## config.mk

```make
export PLATFORM = sky130hd
export DESIGN_NAME = vector_map
export DESIGN_NICKNAME = d
export VERILOG_FILES = /design/src/vector_map_pkg.sv /design/src/vec_if.sv /design/src/vector_map.sv /design/src/vector_calc.sv
export SDC_FILE = /design/constraint.sdc
export NUM_CORES = 1
export LEC_CHECK = 0
export BUFFER_PORTS_ARGS = -buffer_cell sky130_fd_sc_hd__buf_2
export CORE_ASPECT_RATIO = 1.4
export CORE_MARGIN = 2
export CORE_UTILIZATION = 45
export DETAILED_ROUTE_END_ITERATION = 12
export PLACE_DENSITY = 0.8
export SYNTH_ARGS = -nofsm -noshare
export SYNTH_HDL_FRONTEND = slang
export SYNTH_SLANG_ARGS = --single-unit
```

## constraint.sdc

```tcl
create_clock -name clk -period 2.25 [get_ports clk]
set_input_delay 0.45 -clock clk [delete_from_list [all_inputs] [get_ports clk]]
set_output_delay 0.45 -clock clk [all_outputs]
set_load 0.02 [all_outputs]
```

## src/vector_map_pkg.sv

```systemverilog
/*
  Shared constants for the reset and interrupt vector map: vector table,
  register offsets, field positions, reset values and timing counts.
  Assumes word-addressed program memory and a 32-bit APB register bus.
*/
package vector_map_pkg;

  // Program address and vector numbering
  localparam int              ADDR_W        = 16;
  localparam int              NUM_W         = 5;
  localparam int              NUM_SRC       = 21;
  localparam logic [4:0]      VEC_RESET     = 5'h01;
  localparam logic [4:0]      VEC_FIRST_IRQ = 5'h02;

  // Vector table, word offsets from the active base
  localparam logic [15:0] OFF_RESET        = 16'h0000;
  localparam logic [15:0] OFF_EXT_REQ0     = 16'h0002;
  localparam logic [15:0] OFF_PIN_CHG0     = 16'h0004;
  localparam logic [15:0] OFF_PIN_CHG1     = 16'h0006;
  localparam logic [15:0] OFF_T2_COMP      = 16'h0008;
  localparam logic [15:0] OFF_T2_OVF       = 16'h000a;
  localparam logic [15:0] OFF_T1_CAPT      = 16'h000c;
  localparam logic [15:0] OFF_T1_COMPA     = 16'h000e;
  localparam logic [15:0] OFF_T1_COMPB     = 16'h0010;
  localparam logic [15:0] OFF_T1_OVF       = 16'h0012;
  localparam logic [15:0] OFF_T0_COMP      = 16'h0014;
  localparam logic [15:0] OFF_T0_OVF       = 16'h0016;
  localparam logic [15:0] OFF_SPI_DONE     = 16'h0018;
  localparam logic [15:0] OFF_UART_RX      = 16'h001a;
  localparam logic [15:0] OFF_UART_EMPTY   = 16'h001c;
  localparam logic [15:0] OFF_UART_TX      = 16'h001e;
  localparam logic [15:0] OFF_USU_START    = 16'h0020;
  localparam logic [15:0] OFF_USU_OVF      = 16'h0022;
  localparam logic [15:0] OFF_ANA_COMP     = 16'h0024;
  localparam logic [15:0] OFF_ADC_DONE     = 16'h0026;
  localparam logic [15:0] OFF_EEPROM_READY = 16'h0028;
  localparam logic [15:0] OFF_PROG_READY   = 16'h002a;

  // Boot reset fuse encoding
  localparam logic        FUSE_PROGRAMMED  = 1'b0;

  // APB register offsets
  localparam int          APB_AW           = 8;
  localparam logic [7:0]  REG_CTRL         = 8'h00;
  localparam logic [7:0]  REG_STATUS       = 8'h04;
  localparam logic [7:0]  REG_MASK         = 8'h08;
  localparam logic [7:0]  REG_STATE        = 8'h0c;

  // Control register fields
  localparam int          CTRL_UNLOCK_BIT  = 0;
  localparam int          CTRL_SELECT_BIT  = 1;
  localparam logic        SELECT_RESET     = 1'b0;

  // Status and mask fields
  localparam int          EV_W             = 2;
  localparam int          EV_SELECT_DONE   = 0;
  localparam int          EV_UNLOCK_LAPSED = 1;
  localparam logic [1:0]  MASK_RESET       = 2'h0;

  // State register fields
  localparam int          ST_SELECT        = 0;
  localparam int          ST_FUSE_PROG     = 1;
  localparam int          ST_UNLOCK        = 2;
  localparam int          ST_BLOCKED       = 3;
  localparam int          ST_IRQ_VALID     = 4;
  localparam int          ST_NUM_LSB       = 8;

  // Unlock window in core cycles
  localparam logic [2:0]  UNLOCK_CYCLES    = 3'h4;

  // Word offset of a vector from its table base
  function automatic logic [15:0] vec_word_offset(input logic [4:0] num);
    vec_word_offset = {10'h000, num - 5'h01, 1'b0};
  endfunction : vec_word_offset

endpackage : vector_map_pkg

```

## src/vec_if.sv

```systemverilog
/*
  Carrier between the vector map top and its vector selector.
  Assumes both ends run on the same core clock and reset.
*/
`timescale 1ns/10ps
interface vec_if (
  input wire logic clk,
  input wire logic nrst
);
  import vector_map_pkg::*;

  logic [NUM_SRC-1:0] pending;
  logic [ADDR_W-1:0]  base;
  logic               valid;
  logic [NUM_W-1:0]   num;
  logic [ADDR_W-1:0]  addr;

  modport calc (input clk, input nrst, input pending, input base,
                output valid, output num, output addr);
  modport user (input valid, input num, input addr,
                output pending, output base);
endinterface : vec_if

```

## src/vector_map.sv

```systemverilog
/*
  Reset and interrupt vector map: reset fetch address, vector dispatch to
  the core, vector table relocation with a timed unlock, APB registers and
  one interrupt line. Assumes request lines, fuse level, boot address and
  core handshakes are synchronous to clk; nrst covers every reset cause.
*/
// The APB interface to the registers and the register offsets are this design's own decisions.
`timescale 1ns/10ps
module vector_map
  import vector_map_pkg::*;
#(
  parameter int SRC_N = vector_map_pkg::NUM_SRC
) (
  // Clock and reset
  input  wire logic                               clk,
  input  wire logic                               nrst,
  // Configuration levels
  input  wire logic                               boot_reset_select_fuse,
  input  wire logic [vector_map_pkg::ADDR_W-1:0]  boot_reset_addr,
  // Peripheral requests, bit 0 is vector 2
  input  wire logic [SRC_N-1:0]                   irq_lines,
  // Core fetch and acceptance
  input  wire logic                               global_int_enable,
  input  wire logic                               irq_ack,
  input  wire logic                               insn_done,
  output logic                                    reset_fetch,
  output logic [vector_map_pkg::ADDR_W-1:0]       reset_addr,
  output logic                                    irq_valid,
  output logic [vector_map_pkg::NUM_W-1:0]        irq_num,
  output logic [vector_map_pkg::ADDR_W-1:0]       irq_addr,
  output logic                                    accept_blocked,
  // APB slave
  input  wire logic                               psel,
  input  wire logic                               penable,
  input  wire logic                               pwrite,
  input  wire logic [vector_map_pkg::APB_AW-1:0]  paddr,
  input  wire logic [31:0]                        pwdata,
  output logic [31:0]                             prdata,
  output logic                                    pready,
  output logic                                    pslverr,
  // Interrupt to the system
  output logic                                    intr
);
  import vector_map_pkg::*;

  typedef struct packed {
    logic              started;
    logic              fuse_prog;
    logic [ADDR_W-1:0] boot_base;
    logic              rst_fetch;
    logic [ADDR_W-1:0] rst_addr;
    logic              sel;
    logic              unlock;
    logic [2:0]        unlock_cnt;
    logic              wait_insn;
    logic              blocked;
    logic              irq_valid;
    logic [NUM_W-1:0]  irq_num;
    logic [ADDR_W-1:0] irq_addr;
    logic [EV_W-1:0]   status;
    logic [EV_W-1:0]   mask;
    logic              intr;
    logic              pready;
    logic              pslverr;
    logic [31:0]       prdata;
  } state_t;

  state_t s_r;
  state_t s_nxt;

  vec_if vif (
    .clk  (clk),
    .nrst (nrst)
  );

  vector_calc u_vector_calc (
    .v (vif.calc)
  );

  function automatic logic reg_mapped(input logic [APB_AW-1:0] a);
    reg_mapped = (a == REG_CTRL) || (a == REG_STATUS) ||
                 (a == REG_MASK) || (a == REG_STATE);
  endfunction : reg_mapped

  function automatic logic [31:0] reg_read(input state_t s,
                                            input logic [APB_AW-1:0] a);
    logic [31:0] w;
    w = 32'h0000_0000;
    case (a)
      REG_CTRL: begin
        w[CTRL_SELECT_BIT] = s.sel;
        w[CTRL_UNLOCK_BIT] = s.unlock;
      end
      REG_STATUS: w[EV_W-1:0] = s.status;
      REG_MASK:   w[EV_W-1:0] = s.mask;
      REG_STATE: begin
        w[ST_SELECT]                    = s.sel;
        w[ST_FUSE_PROG]                 = s.fuse_prog;
        w[ST_UNLOCK]                    = s.unlock;
        w[ST_BLOCKED]                   = s.blocked;
        w[ST_IRQ_VALID]                 = s.irq_valid;
        w[ST_NUM_LSB+NUM_W-1:ST_NUM_LSB] = s.irq_num;
      end
      default: w = 32'h0000_0000;
    endcase
    reg_read = w;
  endfunction : reg_read

  // Active table base for interrupt vectors
  assign vif.pending = irq_lines;
  assign vif.base    = s_r.sel ? s_r.boot_base : OFF_RESET;

  always_comb begin
    logic            access;
    logic [EV_W-1:0] ev;
    logic [EV_W-1:0] clr;
    s_nxt     = s_r;
    access    = psel && penable && s_r.pready;
    ev        = '0;
    clr       = '0;
    s_nxt.rst_fetch = 1'b0;

    // Capture fuse and boot address once after reset release
    if (!s_r.started) begin
      s_nxt.started   = 1'b1;
      s_nxt.fuse_prog = (boot_reset_select_fuse == FUSE_PROGRAMMED);
      s_nxt.boot_base = boot_reset_addr;
      s_nxt.rst_fetch = 1'b1;
      if (boot_reset_select_fuse == FUSE_PROGRAMMED) begin
        s_nxt.rst_addr = boot_reset_addr;
      end else begin
        s_nxt.rst_addr = OFF_RESET;
      end
    end

    // Unlock window countdown
    if (s_r.unlock) begin
      if (s_r.unlock_cnt == 3'h1) begin
        s_nxt.unlock     = 1'b0;
        s_nxt.unlock_cnt = 3'h0;
        ev[EV_UNLOCK_LAPSED] = 1'b1;
      end else begin
        s_nxt.unlock_cnt = s_r.unlock_cnt - 3'h1;
      end
    end

    // Block lasts until the instruction after the select write retires
    if (s_r.wait_insn && insn_done) begin
      s_nxt.wait_insn = 1'b0;
    end

    // APB setup phase prepares the answer
    s_nxt.pready  = 1'b0;
    s_nxt.pslverr = 1'b0;
    if (psel && !penable) begin
      s_nxt.pready  = 1'b1;
      s_nxt.pslverr = !reg_mapped(paddr);
      s_nxt.prdata  = pwrite ? 32'h0000_0000 : reg_read(s_r, paddr);
    end

    // APB access phase commits
    if (access && pwrite) begin
      case (paddr)
        REG_CTRL: begin
          if (pwdata[CTRL_UNLOCK_BIT]) begin
            s_nxt.unlock     = 1'b1;
            s_nxt.unlock_cnt = UNLOCK_CYCLES;
            ev[EV_UNLOCK_LAPSED] = 1'b0;
          end else if (s_r.unlock) begin
            s_nxt.sel        = pwdata[CTRL_SELECT_BIT];
            s_nxt.unlock     = 1'b0;
            s_nxt.unlock_cnt = 3'h0;
            s_nxt.wait_insn  = 1'b1;
            ev[EV_SELECT_DONE]   = 1'b1;
            ev[EV_UNLOCK_LAPSED] = 1'b0;
          end
        end
        REG_MASK: s_nxt.mask = pwdata[EV_W-1:0];
        default: ;
      endcase
    end

    // Read clears only the bits that the read returned
    if (access && !pwrite && paddr == REG_STATUS) begin
      clr = s_r.prdata[EV_W-1:0];
    end
    s_nxt.status = (s_r.status & ~clr) | ev;
    s_nxt.intr   = |(s_nxt.status & s_nxt.mask);

    s_nxt.blocked = s_nxt.unlock || s_nxt.wait_insn;

    // Dispatch towards the core
    if (s_r.irq_valid) begin
      if (irq_ack) begin
        s_nxt.irq_valid = 1'b0;
      end
    end else if (s_r.started && !s_r.blocked && global_int_enable && vif.valid) begin
      s_nxt.irq_valid = 1'b1;
      s_nxt.irq_num   = vif.num;
      s_nxt.irq_addr  = vif.addr;
    end
  end

  always_ff @(posedge clk or negedge nrst) begin
    if (!nrst) begin
      s_r <= '{started:    1'b0,
               fuse_prog:  1'b0,
               boot_base:  OFF_RESET,
               rst_fetch:  1'b0,
               rst_addr:   OFF_RESET,
               sel:        SELECT_RESET,
               unlock:     1'b0,
               unlock_cnt: 3'h0,
               wait_insn:  1'b0,
               blocked:    1'b0,
               irq_valid:  1'b0,
               irq_num:    VEC_RESET,
               irq_addr:   OFF_RESET,
               status:     2'h0,
               mask:       MASK_RESET,
               intr:       1'b0,
               pready:     1'b0,
               pslverr:    1'b0,
               prdata:     32'h0000_0000};
    end else begin
      s_r <= s_nxt;
    end
  end

  assign reset_fetch    = s_r.rst_fetch;
  assign reset_addr     = s_r.rst_addr;
  assign irq_valid      = s_r.irq_valid;
  assign irq_num        = s_r.irq_num;
  assign irq_addr       = s_r.irq_addr;
  assign accept_blocked = s_r.blocked;
  assign prdata         = s_r.prdata;
  assign pready         = s_r.pready;
  assign pslverr        = s_r.pslverr;
  assign intr           = s_r.intr;

  a_reset_fetch_addr: assert property (@(posedge clk) disable iff (!nrst)
    $rose(s_r.started) |-> s_r.rst_fetch &&
      s_r.rst_addr == (s_r.fuse_prog ? s_r.boot_base : OFF_RESET))
    else $error("reset fetch address does not follow the fuse");

  a_fuse_decode: assert property (@(posedge clk) disable iff (!nrst)
    !s_r.started |=> s_r.fuse_prog == ($past(boot_reset_select_fuse) == 1'b0))
    else $error("fuse value decoded the wrong way round");

  a_unprog_reset_zero: assert property (@(posedge clk) disable iff (!nrst)
    s_r.rst_fetch && !s_r.fuse_prog |-> s_r.rst_addr == 16'h0000)
    else $error("unrelocated reset not at word zero");

  a_table_base: assert property (@(posedge clk) disable iff (!nrst)
    s_r.started |-> vif.base == (s_r.sel ? s_r.boot_base : 16'h0000))
    else $error("interrupt table base disagrees with select bit");

  a_unlock_lapse: assert property (@(posedge clk) disable iff (!nrst)
    $rose(s_r.unlock) |-> ##[1:4] !s_r.unlock)
    else $error("unlock bit outlived its four-cycle window");

  a_unlock_on_select: assert property (@(posedge clk) disable iff (!nrst)
    psel && penable && s_r.pready && pwrite && paddr == REG_CTRL &&
      !pwdata[CTRL_UNLOCK_BIT] && s_r.unlock
    |=> !s_r.unlock && s_r.wait_insn && s_r.sel == $past(pwdata[CTRL_SELECT_BIT]))
    else $error("select write did not end the unlock window");

  a_select_locked: assert property (@(posedge clk) disable iff (!nrst)
    !s_r.unlock |=> s_r.sel == $past(s_r.sel))
    else $error("select bit changed without unlock");

  a_no_accept_blocked: assert property (@(posedge clk) disable iff (!nrst)
    s_r.blocked && !s_r.irq_valid |=> !s_r.irq_valid)
    else $error("interrupt accepted while blocked");

  a_block_four: assert property (@(posedge clk) disable iff (!nrst)
    $rose(s_r.unlock) |-> s_r.blocked [*4])
    else $error("block ended before four cycles");

  a_intr_level: assert property (@(posedge clk) disable iff (!nrst)
    s_r.intr == |(s_r.status & s_r.mask))
    else $error("interrupt line disagrees with status and mask");

  a_setup_ready: assert property (@(posedge clk) disable iff (!nrst)
    psel && !penable |=> s_r.pready)
    else $error("no answer in the cycle after setup");

  a_ready_single: assert property (@(posedge clk) disable iff (!nrst)
    s_r.pready |=> !s_r.pready)
    else $error("ready stood longer than one cycle");

  a_refused_addr: assert property (@(posedge clk) disable iff (!nrst)
    psel && !penable && paddr != REG_CTRL && paddr != REG_STATUS &&
      paddr != REG_MASK && paddr != REG_STATE
    |=> s_r.pslverr && s_r.prdata == 32'h0000_0000)
    else $error("unmapped access not refused");

  a_mask_write: assert property (@(posedge clk) disable iff (!nrst)
    psel && penable && s_r.pready && pwrite && paddr == REG_MASK
    |=> s_r.mask == $past(pwdata[EV_W-1:0]))
    else $error("mask write did not land");

  a_lapse_event: assert property (@(posedge clk) disable iff (!nrst)
    $fell(s_r.unlock) && !s_r.wait_insn |-> s_r.status[EV_UNLOCK_LAPSED])
    else $error("lapsed unlock left no status event");

  a_unlock_count: assert property (@(posedge clk) disable iff (!nrst)
    s_r.unlock |-> s_r.unlock_cnt != 3'h0 && s_r.unlock_cnt <= UNLOCK_CYCLES)
    else $error("unlock counter outside its window");

  a_block_release: assert property (@(posedge clk) disable iff (!nrst)
    s_r.wait_insn && !s_r.unlock && insn_done |=> !s_r.wait_insn)
    else $error("block outlived the instruction after the select write");

  a_offer_hold: assert property (@(posedge clk) disable iff (!nrst)
    s_r.irq_valid && !irq_ack
    |=> s_r.irq_valid && $stable(s_r.irq_num) && $stable(s_r.irq_addr))
    else $error("offered vector changed before acceptance");

  a_offer_drop: assert property (@(posedge clk) disable iff (!nrst)
    s_r.irq_valid && irq_ack |=> !s_r.irq_valid)
    else $error("offer stayed up after acceptance");

  a_offer_rise: assert property (@(posedge clk) disable iff (!nrst)
    s_r.started && !s_r.irq_valid && !s_r.blocked && global_int_enable && (|irq_lines)
    |=> s_r.irq_valid)
    else $error("free request was not offered");

  a_fetch_pulse: assert property (@(posedge clk) disable iff (!nrst)
    s_r.rst_fetch |=> !s_r.rst_fetch)
    else $error("reset fetch pulse longer than one cycle");

  a_status_sticky: assert property (@(posedge clk) disable iff (!nrst)
    !(psel && penable && s_r.pready && !pwrite && paddr == REG_STATUS)
    |=> (s_r.status & $past(s_r.status)) == $past(s_r.status))
    else $error("status bit cleared without a status read");

endmodule : vector_map

```

## src/vector_calc.sv

```systemverilog
/*
  Picks the lowest-numbered pending request and gives its vector number
  and program address. Assumes request lines are already gated by the
  peripherals' own enables and are synchronous to the core clock.
*/
`timescale 1ns/10ps
module vector_calc (
  // Selector side of the carrier
  vec_if.calc v
);
  import vector_map_pkg::*;

  logic [NUM_W-1:0]  num;
  logic              found;
  logic [ADDR_W-1:0] off;

  // Descending scan so the lowest index is written last
  always_comb begin
    num   = VEC_RESET;
    found = 1'b0;
    for (int i = NUM_SRC - 1; i >= 0; i--) begin
      if (v.pending[i]) begin
        found = 1'b1;
        num   = NUM_W'(i + 2);
      end
    end
  end

  // Table lookup
  always_comb begin
    case (num)
      5'h02:   off = OFF_EXT_REQ0;
      5'h03:   off = OFF_PIN_CHG0;
      5'h04:   off = OFF_PIN_CHG1;
      5'h05:   off = OFF_T2_COMP;
      5'h06:   off = OFF_T2_OVF;
      5'h07:   off = OFF_T1_CAPT;
      5'h08:   off = OFF_T1_COMPA;
      5'h09:   off = OFF_T1_COMPB;
      5'h0a:   off = OFF_T1_OVF;
      5'h0b:   off = OFF_T0_COMP;
      5'h0c:   off = OFF_T0_OVF;
      5'h0d:   off = OFF_SPI_DONE;
      5'h0e:   off = OFF_UART_RX;
      5'h0f:   off = OFF_UART_EMPTY;
      5'h10:   off = OFF_UART_TX;
      5'h11:   off = OFF_USU_START;
      5'h12:   off = OFF_USU_OVF;
      5'h13:   off = OFF_ANA_COMP;
      5'h14:   off = OFF_ADC_DONE;
      5'h15:   off = OFF_EEPROM_READY;
      5'h16:   off = OFF_PROG_READY;
      default: off = OFF_RESET;
    endcase
  end

  assign v.valid = found;
  assign v.num   = num;
  assign v.addr  = v.base + off;

  a_vector_formula: assert property (@(posedge v.clk) disable iff (!v.nrst)
    v.valid |-> v.addr == v.base + vec_word_offset(v.num))
    else $error("vector address off the two-word grid");

  a_lowest_first: assert property (@(posedge v.clk) disable iff (!v.nrst)
    v.valid |-> (v.pending & ((NUM_SRC'(1) << (v.num - VEC_FIRST_IRQ)) - NUM_SRC'(1))) == '0)
    else $error("a lower-numbered request was passed over");

endmodule : vector_calc

```

==> results of run 1 <==
-- repair_timing --
action                     4_1_cts  5_1_grt
buffers inserted                 8        9
pin swaps                       25       36
cloned                           0        0
setup endpoints to repair       15       15
hold endpoints to repair         0        0
hold buffers                     0        0
gates resized for setup         25       35
-- metrics by stage --
stage	area (um2)	setup WS [ns]	setup TNS [ns]	cells
global route	6006	-1.266	-15.42	734
global placement	5346	-1.427	-19.32	706
floorplan	4812	-1.160	-14.20	492
finish	6006	-1.194	-14.07	734
detailed placement	5346	-1.512	-21.21	706
CTS	5811	-1.079	-13.10	729
-- cells by family after synthesis --
logic type / count (synthesis) / share of synthesized area [%]
and+or+nand+nor: 143 / 16.53
buffers and inverters: 103 / 14.04
AOI/OAI and AO/OA: 93 / 13.43
DFF: 81 / 43.44
muxes: 28 / 7.261
adders and majority gates: 13 / 3.644
xor gates and xnor gates: 8 / 1.501
other: 2 / 0.1608
-- report_power, final --
group	switching [mW]	internal [mW]	total (mW)	leakage, nW
combinational	0.357	0.256	0.613	1.74
sequential	0.0715	1.56	1.63	1.05
clock	0.566	0.851	1.42	0.131
total	0.995	2.66	3.66	2.93
-- flip-flops by register name (all words and copies together), names as in the netlist --
name / count
irq_num: 5
s_r: 28
reset_addr: 16
irq_addr: 16
irq_valid: 1
pready: 1
intr: 1
prdata: 10
accept_blocked: 1
pslverr: 1
reset_fetch: 1
-- worst register-to-register path, cell delays in order (launching register included) --
cell and delay (ns):
dfrtp_1 0.44, and2_1 0.20, ha_4 0.18, fa_2 0.37
a21oi_2 0.17, o211ai_1 0.12, buf_4 0.18, nand3_2 0.09
mux2_4 0.31, o21ai_2 0.12
-- worst paths after layout --
path	startpoint	endpoint	slack [ns]	depth (start not counted)
setup / recovery	irq_lines[17]	irq_addr[9]	-1.19	14
hold / removal	nrst	prdata[8]	0.12	1
min in group clk	irq_ack	irq_valid	0.29	2
max in group asynchronous	nrst	irq_addr[13]	1.51	2
hold reg to reg	irq_addr[0]	irq_addr[0]	0.47	2
setup reg to reg	s_r[67]	irq_addr[9]	-0.01	9
-- per-layer routing --
layer | part of all wire [%] | routed length (um) | track usage (%) | vias to the layer above
met5 | 0 | 0 | 0 | -
met4 | 2.9 | 324 | 6.787 | 0
met3 | 4.9 | 542 | 4.658 | 30
met2 | 53 | 5855 | 34.59 | 123
met1 | 39 | 4372 | 23.35 | 1797
li1 | - | - | - | 1785
-- cell usage after synthesis, drive strengths merged, types with 3 or more instances --
| master | number |
|---|---|
| o311ai | 3 |
| nand2 | 52 |
| mux2 | 24 |
| o21ai | 36 |
| nand2b | 22 |
| nor3 | 11 |
| nand4 | 4 |
| nor3b | 3 |
| or2 | 3 |
| a22o | 9 |
| xnor2 | 6 |
| ha | 12 |
| a31oi | 3 |
| dfrtp | 80 |
| and2 | 5 |
| a21oi | 12 |
| or4 | 6 |
| o211ai | 4 |
| nor4 | 5 |
| nor2b | 3 |
| nor2 | 12 |
| and4 | 3 |
| nand3 | 12 |
| inv | 19 |
| buf | 74 |
| o21a | 3 |
| o31ai | 3 |
| a21o | 5 |
| clkbuf | 10 |
-- layout make-up --
cell class                      count  area [um2]  share of cell area, %
Clock buffer                       10       229.0                  3.813
Clock inverter                      5       57.56                 0.9583
Timing Repair Buffer              173        1085                  18.06
Multi-Input combinational cell    308        2360                  39.29
Inverter                           19       73.82                  1.229
Sequential cell                    81        2028                  33.77
Tap cell                          138       172.7                  2.875
==> results.py, run 1 <==
metrics = {
    "worst_setup_path": {
        "max_stage_delay_ns": 0.54,
        "crit_fanout": 3,
        "path_cells": "buf_6, or4_4, or4_4, o311ai_4, mux2i_1, o22a_1, ha_4, fa_2, a21oi_2, o211ai_1, buf_4, nand3_2, mux2_4, o21ai_2",
        "slowest_stage": "or4_4",
        "path_common_cell": "or4_4",
        "cp.required_ns": 2.52,
        "crit_path_end_kind": "flop",
        "cpLargestDelayFamily": "simple AND/OR/NAND/NOR gates",
        "path_class": "input port to flop",
        "arrival_ns": 3.71,
        "crit_path_start_kind": "input port",
        "worst-path-buf-inv": 2,
    },
    "timing": {
        "fin_crit_sh_pct": 153.1,
        "hold_viol": 0,
        "finalSetupViolations": 15,
        "tightest_slew_ns": 0.6201,
        "worst_slack_ns": -1.194,
        "rsz0062_at_grt": "true",
        "max_slew_margin_pct": 58.66,
        "post-route-min-period_ns": 3.444,
        "hold_ws_ns": 0.1189,
        "slew_violations": 0,
        "fmax_ghz": 0.2903,
        "finClkSkew_ns": 0.007267,
    },
    "logic_synthesis": {
        "synth_area_per_cell_um2": 9.914,
        "synth_top_area_share_pct": 42.87,
        "netlist_area_um2": 4669,
        "yosysSeqAreaShare_pct": 43.44,
        "synth-edff-count": 0,
        "synthTopCellsByArea": "dfrtp_1, buf_4, mux2_2",
        "netlist.top_cell.by_area": "dfrtp_1",
        "synth_cells": 471,
        "ys_ff_latch": 81,
        "synthArstFlopShare_pct": 100.0,
        "synth_flop_cell": "dfrtp_1",
        "yosysWarnings": 0,
        "synth.distinct_cells": 63,
    },
    "cells_and_area": {
        "final_common_cell": "buf_2",
        "final_nets": 691,
        "fin_util_pct": 58.65,
        "fillCellCount": 878,
        "diodes": 0,
        "layout-drive-gt1-share_pct": 44.13,
        "syn_to_final_growth_pct": 28.62,
        "final_cell_mix": "buf_2, dfrtp_1, buf_4",
    },
    "global_routing": {
        "antenna_found_initial": 0,
        "overflow": 0,
        "grt_use_total_pct": 19.64,
        "grt_pass1_wl_um": 17910,
        "first_global_vias": 3710,
        "grt_start_max_net_pins": 50,
    },
    "floorplanning": {
        "die_x_um": 90.09,
        "start_util_pct": 45.60,
        "pin_count": 161,
        "dieHeight_um": 124.5,
        "die_area_um2": 11220,
        "core_region_area_um2": 10240,
        "row_count": 44,
    },
    "power": {
        "power.total_mw": 3.658,
        "ir_worst_vdd_mv": 0.3902,
        "leakagePower_nw": 2.926,
        "power_density_nw_per_um2": 609.2,
    },
    "routing": {
        "drt-wirelength-per-cell_um": 15.12,
        "drc": 0,
        "routed_wl_um": 11100,
        "dr.pass1.iters": 4,
        "viasPerCell": 5.089,
        "vias": 3735,
        "drtAntennaViolNets": 0,
        "dr.first_iter.drc_count": 120,
    },
    "outcome": {
        "violations": "setup timing",
        "status": "finished with violations",
    },
    "place": {
        "portBuffers": 108,
        "dp_hpwl_um": 7891,
        "gp_congestion": 0.7817,
    },
    "clock_tree": {
        "cts_buffers": 9,
        "clock_path_buffers": 2,
        "root_buffer": "clkbuf_16",
        "clkTransAtPathRegs_ns": 0.06,
        "clock_sinks": 81,
        "cts.htree.levels": 3,
        "cts_tree": "yes",
        "clk_latency_ns": 0.34,
    },
    "worst_hold_path": {
        "hold_path_class": "input port to async pin",
    },
    "run": {
        "max_cap_viol_count": 0,
    },
}
Power figures use the tool's default switching activity.
==> run 2, diff against run 1 <==
- CORE_UTILIZATION: 45 -> 25
- PLACE_DENSITY: 0.8 -> 0.51
==> results.py, run 2 (synthesis gave the netlist of run 1 again) <==
metrics = {
    "outcome": {
        "status": "finished with violations",
        "violations": "setup timing",
    },
    "worst_setup_path": {
        "timing.rr.start": "s_r[67]",
        "regToRegSetupSlack_ns": 0.10,
        "crit_path_end_kind": "flop",
        "path_class": "input port to flop",
        "cp.required_ns": 2.52,
        "crit_path_start_kind": "input port",
        "crit_fanout": 3,
        "arrival_ns": 3.59,
        "reg2reg_to": "irq_addr[9]",
        "r2r_cells": 9,
    },
    "cells_and_area": {
        "largest_register_ffs": 28,
        "final-seq-area_um2": 2028,
        "multi_input_area_um2": 2351,
        "syn_to_final_growth_pct": 31.16,
        "final_nets": 685,
        "final_cells": 835,
        "fin_util_pct": 33.19,
        "diodes": 0,
        "top_register": "s_r",
        "layout-drive-gt1-share_pct": 43.99,
        "fillCellCount": 1931,
        "final_cell_mix": "buf_2, dfrtp_1, buf_4",
        "final_area_um2": 6125,
        "final_common_cell": "buf_2",
    },
    "routing": {
        "vias": 3589,
        "dr.first_iter.drc_count": 96,
        "drt-wirelength-per-cell_um": 13.82,
        "drc": 0,
        "viasPerCell": 4.298,
        "routed_wl_um": 11540,
        "drtAntennaViolNets": 0,
        "dr.pass1.iters": 4,
    },
    "clock_tree": {
        "cts.htree.levels": 3,
        "clock_sinks": 81,
        "clk_latency_ns": 0.34,
        "cts_tree": "yes",
        "root_buffer": "clkbuf_16",
        "clkTransAtPathRegs_ns": 0.06,
        "cts_buffers": 9,
        "clock_path_buffers": 2,
    },
    "power": {
        "switching_share_pct": 26.27,
        "power.total_mw": 3.844,
        "power_density_nw_per_um2": 627.7,
        "power_frac_comb_pct": 15.6,
        "ir_worst_vdd_mv": 0.2607,
        "seqPwrFrac_pct": 42.4,
        "switchingPower_mw": 1.010,
        "internal-power_mw": 2.834,
        "leakagePower_nw": 2.943,
        "power.clock.fraction_pct": 42.0,
    },
    "timing": {
        "tightest_slew_ns": 0.7105,
        "finalSetupViolations": 15,
        "hold_viol": 0,
        "worst_slack_ns": -1.078,
        "slew_violations": 0,
        "post-route-min-period_ns": 3.328,
        "fin_crit_sh_pct": 147.9,
        "fmax_ghz": 0.3005,
        "max_slew_margin_pct": 52.64,
        "finClkSkew_ns": 0.006176,
        "rsz0062_at_grt": "true",
    },
    "global_routing": {
        "grt_use_total_pct": 11.92,
        "grt_start_max_net_pins": 54,
        "overflow": 0,
        "first_global_vias": 3657,
        "grt_pass1_wl_um": 18820,
        "antenna_found_initial": 0,
    },
    "place": {
        "dp_hpwl_um": 8788,
        "pre_cts_slack_ns": -1.478,
        "portBuffers": 108,
        "placed_cells": 811,
        "gp_congestion": 0.8023,
        "placed_area_um2": 5484,
    },
    "floorplanning": {
        "dieHeight_um": 165.7,
        "pin_count": 161,
        "row_count": 59,
        "die_x_um": 119.5,
        "core_region_area_um2": 18460,
        "die_area_um2": 19800,
        "start_util_pct": 25.30,
    },
    "run": {
        "max_cap_viol_count": 0,
    },
    "worst_hold_path": {
        "hold_path_class": "input port to async pin",
    },
}
## run 2: worst max-delay path by stage
| stage | start | to |
|---|---|---|
| global route | irq_lines[17] | irq_addr[9] |
| global placement | irq_lines[17] | irq_addr[12] |
| finish | irq_lines[17] | irq_addr[9] |
| CTS | irq_lines[17] | irq_addr[9] |
| floorplan | irq_lines[20] | irq_addr[9] |
| detailed placement | irq_lines[20] | irq_addr[13] |
## run 2: per-layer routing
metal  vias up  track usage [%]  share of wire (%)
met5         -                0                  0
li1       1789                -                  -
met4         0            3.887                1.3
met3        10            2.135                3.8
met2        92            20.82                 51
met1      1698            14.73                 44
## run 2: critical path: stages
cell and delay (ns):
buf_6 0.10, or4_4 0.54, or4_4 0.45, o311ai_4 0.31, mux2i_1 0.12, o22a_1 0.20, ha_4 0.17, fa_2 0.35
a21oi_2 0.16, o211ai_1 0.12, buf_4 0.16, nand3_2 0.06, mux2_4 0.29, o21ai_1 0.11
## run 2: metrics by stage
step / TNS [ns] / hold WS (ns)
after detailed placement: -21.52 / 0.4657
after floorplan: -14.20 / 0.1544
final: -13.14 / 0.1738
after global routing: -14.72 / 0.2273
after global placement: -20.77 / 0.4592
after CTS: -12.76 / 0.2015
## run 2: timing repair
action / 4_1_cts / 5_1_grt
gates resized for setup: 32 / 18
endpoints found under the setup margin: 15 / 20
cloned: 0 / 0
pin swaps: 16 / 19
hold buffers: 0 / 0
buffers inserted: 7 / 4
## run 2: area by class of cell
type                       count  area share [%]
multi-input combinational    308           38.39
sequential                    81           33.12
timing repair buffer         167           16.96
tap                          244           4.985
clock buffer                  11           4.127
clock inverter                 5           1.267
inverter                      19           1.164
## run 2: power groups by stage
stage          Combinational, mW  Clock [mW]  Sequential (mW)
6_report                   0.599        1.62             1.63
5_1_grt                    0.661        1.73             1.65
4_1_cts                    0.599        1.67             1.63
3_5_place_dp               0.573           0             1.66
3_3_place_gp               0.561           0             1.65
2_1_floorplan              0.417           0             1.64
==> run 3, diff against run 2 <==
- ABC_AREA: not set -> 1
==> results.py, run 3 <==
metrics = {
    "worst_hold_path": {
        "hold_path_class": "input port to async pin",
    },
    "routing": {
        "drc": 0,
        "vias": 3783,
        "viasPerCell": 3.995,
        "dr.first_iter.drc_count": 136,
        "drt-wirelength-per-cell_um": 11.60,
        "dr.pass1.iters": 4,
        "routed_wl_um": 10980,
        "drtAntennaViolNets": 0,
    },
    "cells_and_area": {
        "final_cell_mix": "nand2_1, buf_2, dfrtp_1",
        "top_register": "s_r",
        "final_area_um2": 5991,
        "diodes": 0,
        "layout-drive-gt1-share_pct": 33.66,
        "largest_register_ffs": 28,
        "fin_util_pct": 33.29,
        "final_common_cell": "nand2_1",
        "final_nets": 801,
        "fillCellCount": 1966,
        "syn_to_final_growth_pct": 30.36,
        "final-seq-area_um2": 2028,
        "multi_input_area_um2": 1997,
    },
    "worst_setup_path": {
        "critical_path.startpoint": "irq_lines[19]",
        "timing.rr.start": "s_r[67]",
        "crit_fanout": 4,
        "cp.required_ns": 2.47,
        "path_common_cell": "nand2_1",
        "arrival_ns": 3.77,
        "max_stage_delay_ns": 0.36,
        "path_class": "input port to flop",
        "crit_path_end_kind": "flop",
        "regToRegSetupSlack_ns": -0.05,
        "slowest_stage": "fa_2",
        "crit_path_start_kind": "input port",
    },
    "outcome": {
        "violations": "setup timing",
        "status": "finished with violations",
    },
    "logic_synthesis": {
        "yosysWarnings": 0,
        "synthTopCellsByArea": "dfrtp_1, nand2_1, buf_4",
        "synth-edff-count": 0,
        "synth_flop_cell": "dfrtp_1",
        "synth_cells": 577,
        "ys_ff_latch": 81,
        "synth.distinct_cells": 40,
        "yosysSeqAreaShare_pct": 44.13,
        "yosysMostFrequentCell": "nand2_1",
        "synthArstFlopShare_pct": 100.0,
        "netlist_area_um2": 4596,
        "synth_top_area_share_pct": 43.56,
        "netlist.top_cell.by_area": "dfrtp_1",
        "synth_area_per_cell_um2": 7.965,
        "synth_commonest_cells": "nand2_1, dfrtp_1, inv_1, buf_4, o21ai_0",
    },
    "timing": {
        "max_slew_margin_pct": 53.10,
        "finalSetupViolations": 15,
        "post-route-min-period_ns": 3.547,
        "hold_viol": 0,
        "finClkSkew_ns": 0.008405,
        "rsz0062_at_grt": "true",
        "slew_violations": 0,
        "fin_crit_sh_pct": 157.7,
        "hold_ws_ns": 0.07514,
        "worst_slack_ns": -1.297,
        "tightest_slew_ns": 0.7027,
        "fmax_ghz": 0.2819,
    },
    "floorplanning": {
        "pin_count": 161,
        "dieHeight_um": 164.4,
        "die_x_um": 118.6,
        "start_util_pct": 25.54,
        "row_count": 58,
        "core_region_area_um2": 18000,
        "die_area_um2": 19500,
    },
    "clock_tree": {
        "clock_sinks": 81,
        "root_buffer": "clkbuf_16",
        "clock_path_buffers": 2,
        "cts.htree.levels": 3,
        "clkTransAtPathRegs_ns": 0.06,
        "clk_latency_ns": 0.34,
        "cts_tree": "yes",
        "cts_buffers": 9,
    },
    "global_routing": {
        "first_global_vias": 3727,
        "overflow": 0,
        "grt_pass1_wl_um": 18150,
        "grt_start_max_net_pins": 47,
        "antenna_found_initial": 0,
        "grt_use_total_pct": 11.78,
    },
    "place": {
        "dp_hpwl_um": 8439,
        "placed_area_um2": 5390,
        "gp_congestion": 0.8032,
        "portBuffers": 108,
    },
    "power": {
        "leakagePower_nw": 3.191,
        "power_frac_comb_pct": 14.8,
        "switchingPower_mw": 0.9898,
        "switching_share_pct": 27.37,
        "power.clock.fraction_pct": 41.1,
        "internal-power_mw": 2.627,
        "seqPwrFrac_pct": 44.0,
        "ir_worst_vdd_mv": 0.2516,
        "power.total_mw": 3.617,
        "power_density_nw_per_um2": 603.7,
    },
    "run": {
        "max_cap_viol_count": 0,
    },
}
[run 3: cell types whose count changed after synthesis, moves of 6 or more]
cell	delta
a21oi_1	-6
a22o_1	-8
nor3_1	-8
o21ai_0	+25
nand2_1	+118
mux2_2	-22
inv_1	+51
nand3_1	+7
nand2b_1	-22
nor2_1	+15
[run 3: metal layers]
layer | GRT usage, % | wire length, um | share of wire (%)
met4 | 4.329 | 223 | 2.0
met1 | 14.29 | 4847 | 44
met2 | 20.69 | 5492 | 50
met5 | 0 | 0 | 0
met3 | 2.314 | 420 | 3.8
[run 3: cell type report]
type,instances,area share [%]
multi-input cells,365,33.33
clock inverters,6,1.086
clock buffers,10,3.989
flip-flops and latches,81,33.86
inverters,70,4.595
repair buffers,175,18.13
well taps,240,5.013
[run 3: what timing repair did]
action                     4_1_cts  5_1_grt
setup buffers                   14        8
pin swaps                       32       10
resized for setup               25       19
hold buffers                     0        0
gates cloned                     0        0
setup endpoints to repair       15       15
[run 3: power groups by stage]
stage | sequential, mW | combinational [mW] | clock (mW)
2_1_floorplan | 1.61 | 0.376 | 0
4_1_cts | 1.59 | 0.542 | 1.54
5_1_grt | 1.60 | 0.603 | 1.60
6_report | 1.59 | 0.537 | 1.49
3_5_place_dp | 1.62 | 0.527 | 0
3_3_place_gp | 1.62 | 0.522 | 0
[run 3: critical path, delay by kind of cell]
kind	cells	cell delay (ns)
and+or+nand+nor	18	1.30
adders and majority gates	3	0.67
AOI/OAI and AO/OA	5	0.63
buffers and inverters	6	0.59
xor gates and xnor gates	1	0.12
[run 3: final timing paths]
check | end | depth (start not counted)
setup / recovery | irq_addr[15] | 33
hold / removal | intr | 1
setup reg to reg | irq_addr[14] | 15
max in group asynchronous | s_r[88] | 2
min in group clk | irq_valid | 2
hold reg to reg | irq_addr[1] | 2
[run 3: per-stage QoR]
step           std cells  setup TNS [ns]  setup WS (ns)
2_1_floorplan        598          -14.31         -1.412
5_1_grt              947          -19.11         -1.678
6_report             947          -14.17         -1.297
3_3_place_gp         914          -20.14         -1.806
4_1_cts              942          -13.21         -1.272
3_5_place_dp         914          -20.38         -1.844
[run 3: cells by family after synthesis]
kind of cell               Yosys count  synth area share, %
DFF                                 81                44.13
other                                2               0.1634
AOI/OAI and AO/OA                   87                10.78
xor gates and xnor gates             7                1.334
and+or+nand+nor                    235                21.34
adders and majority gates           13                3.703
buffers and inverters              152                18.54
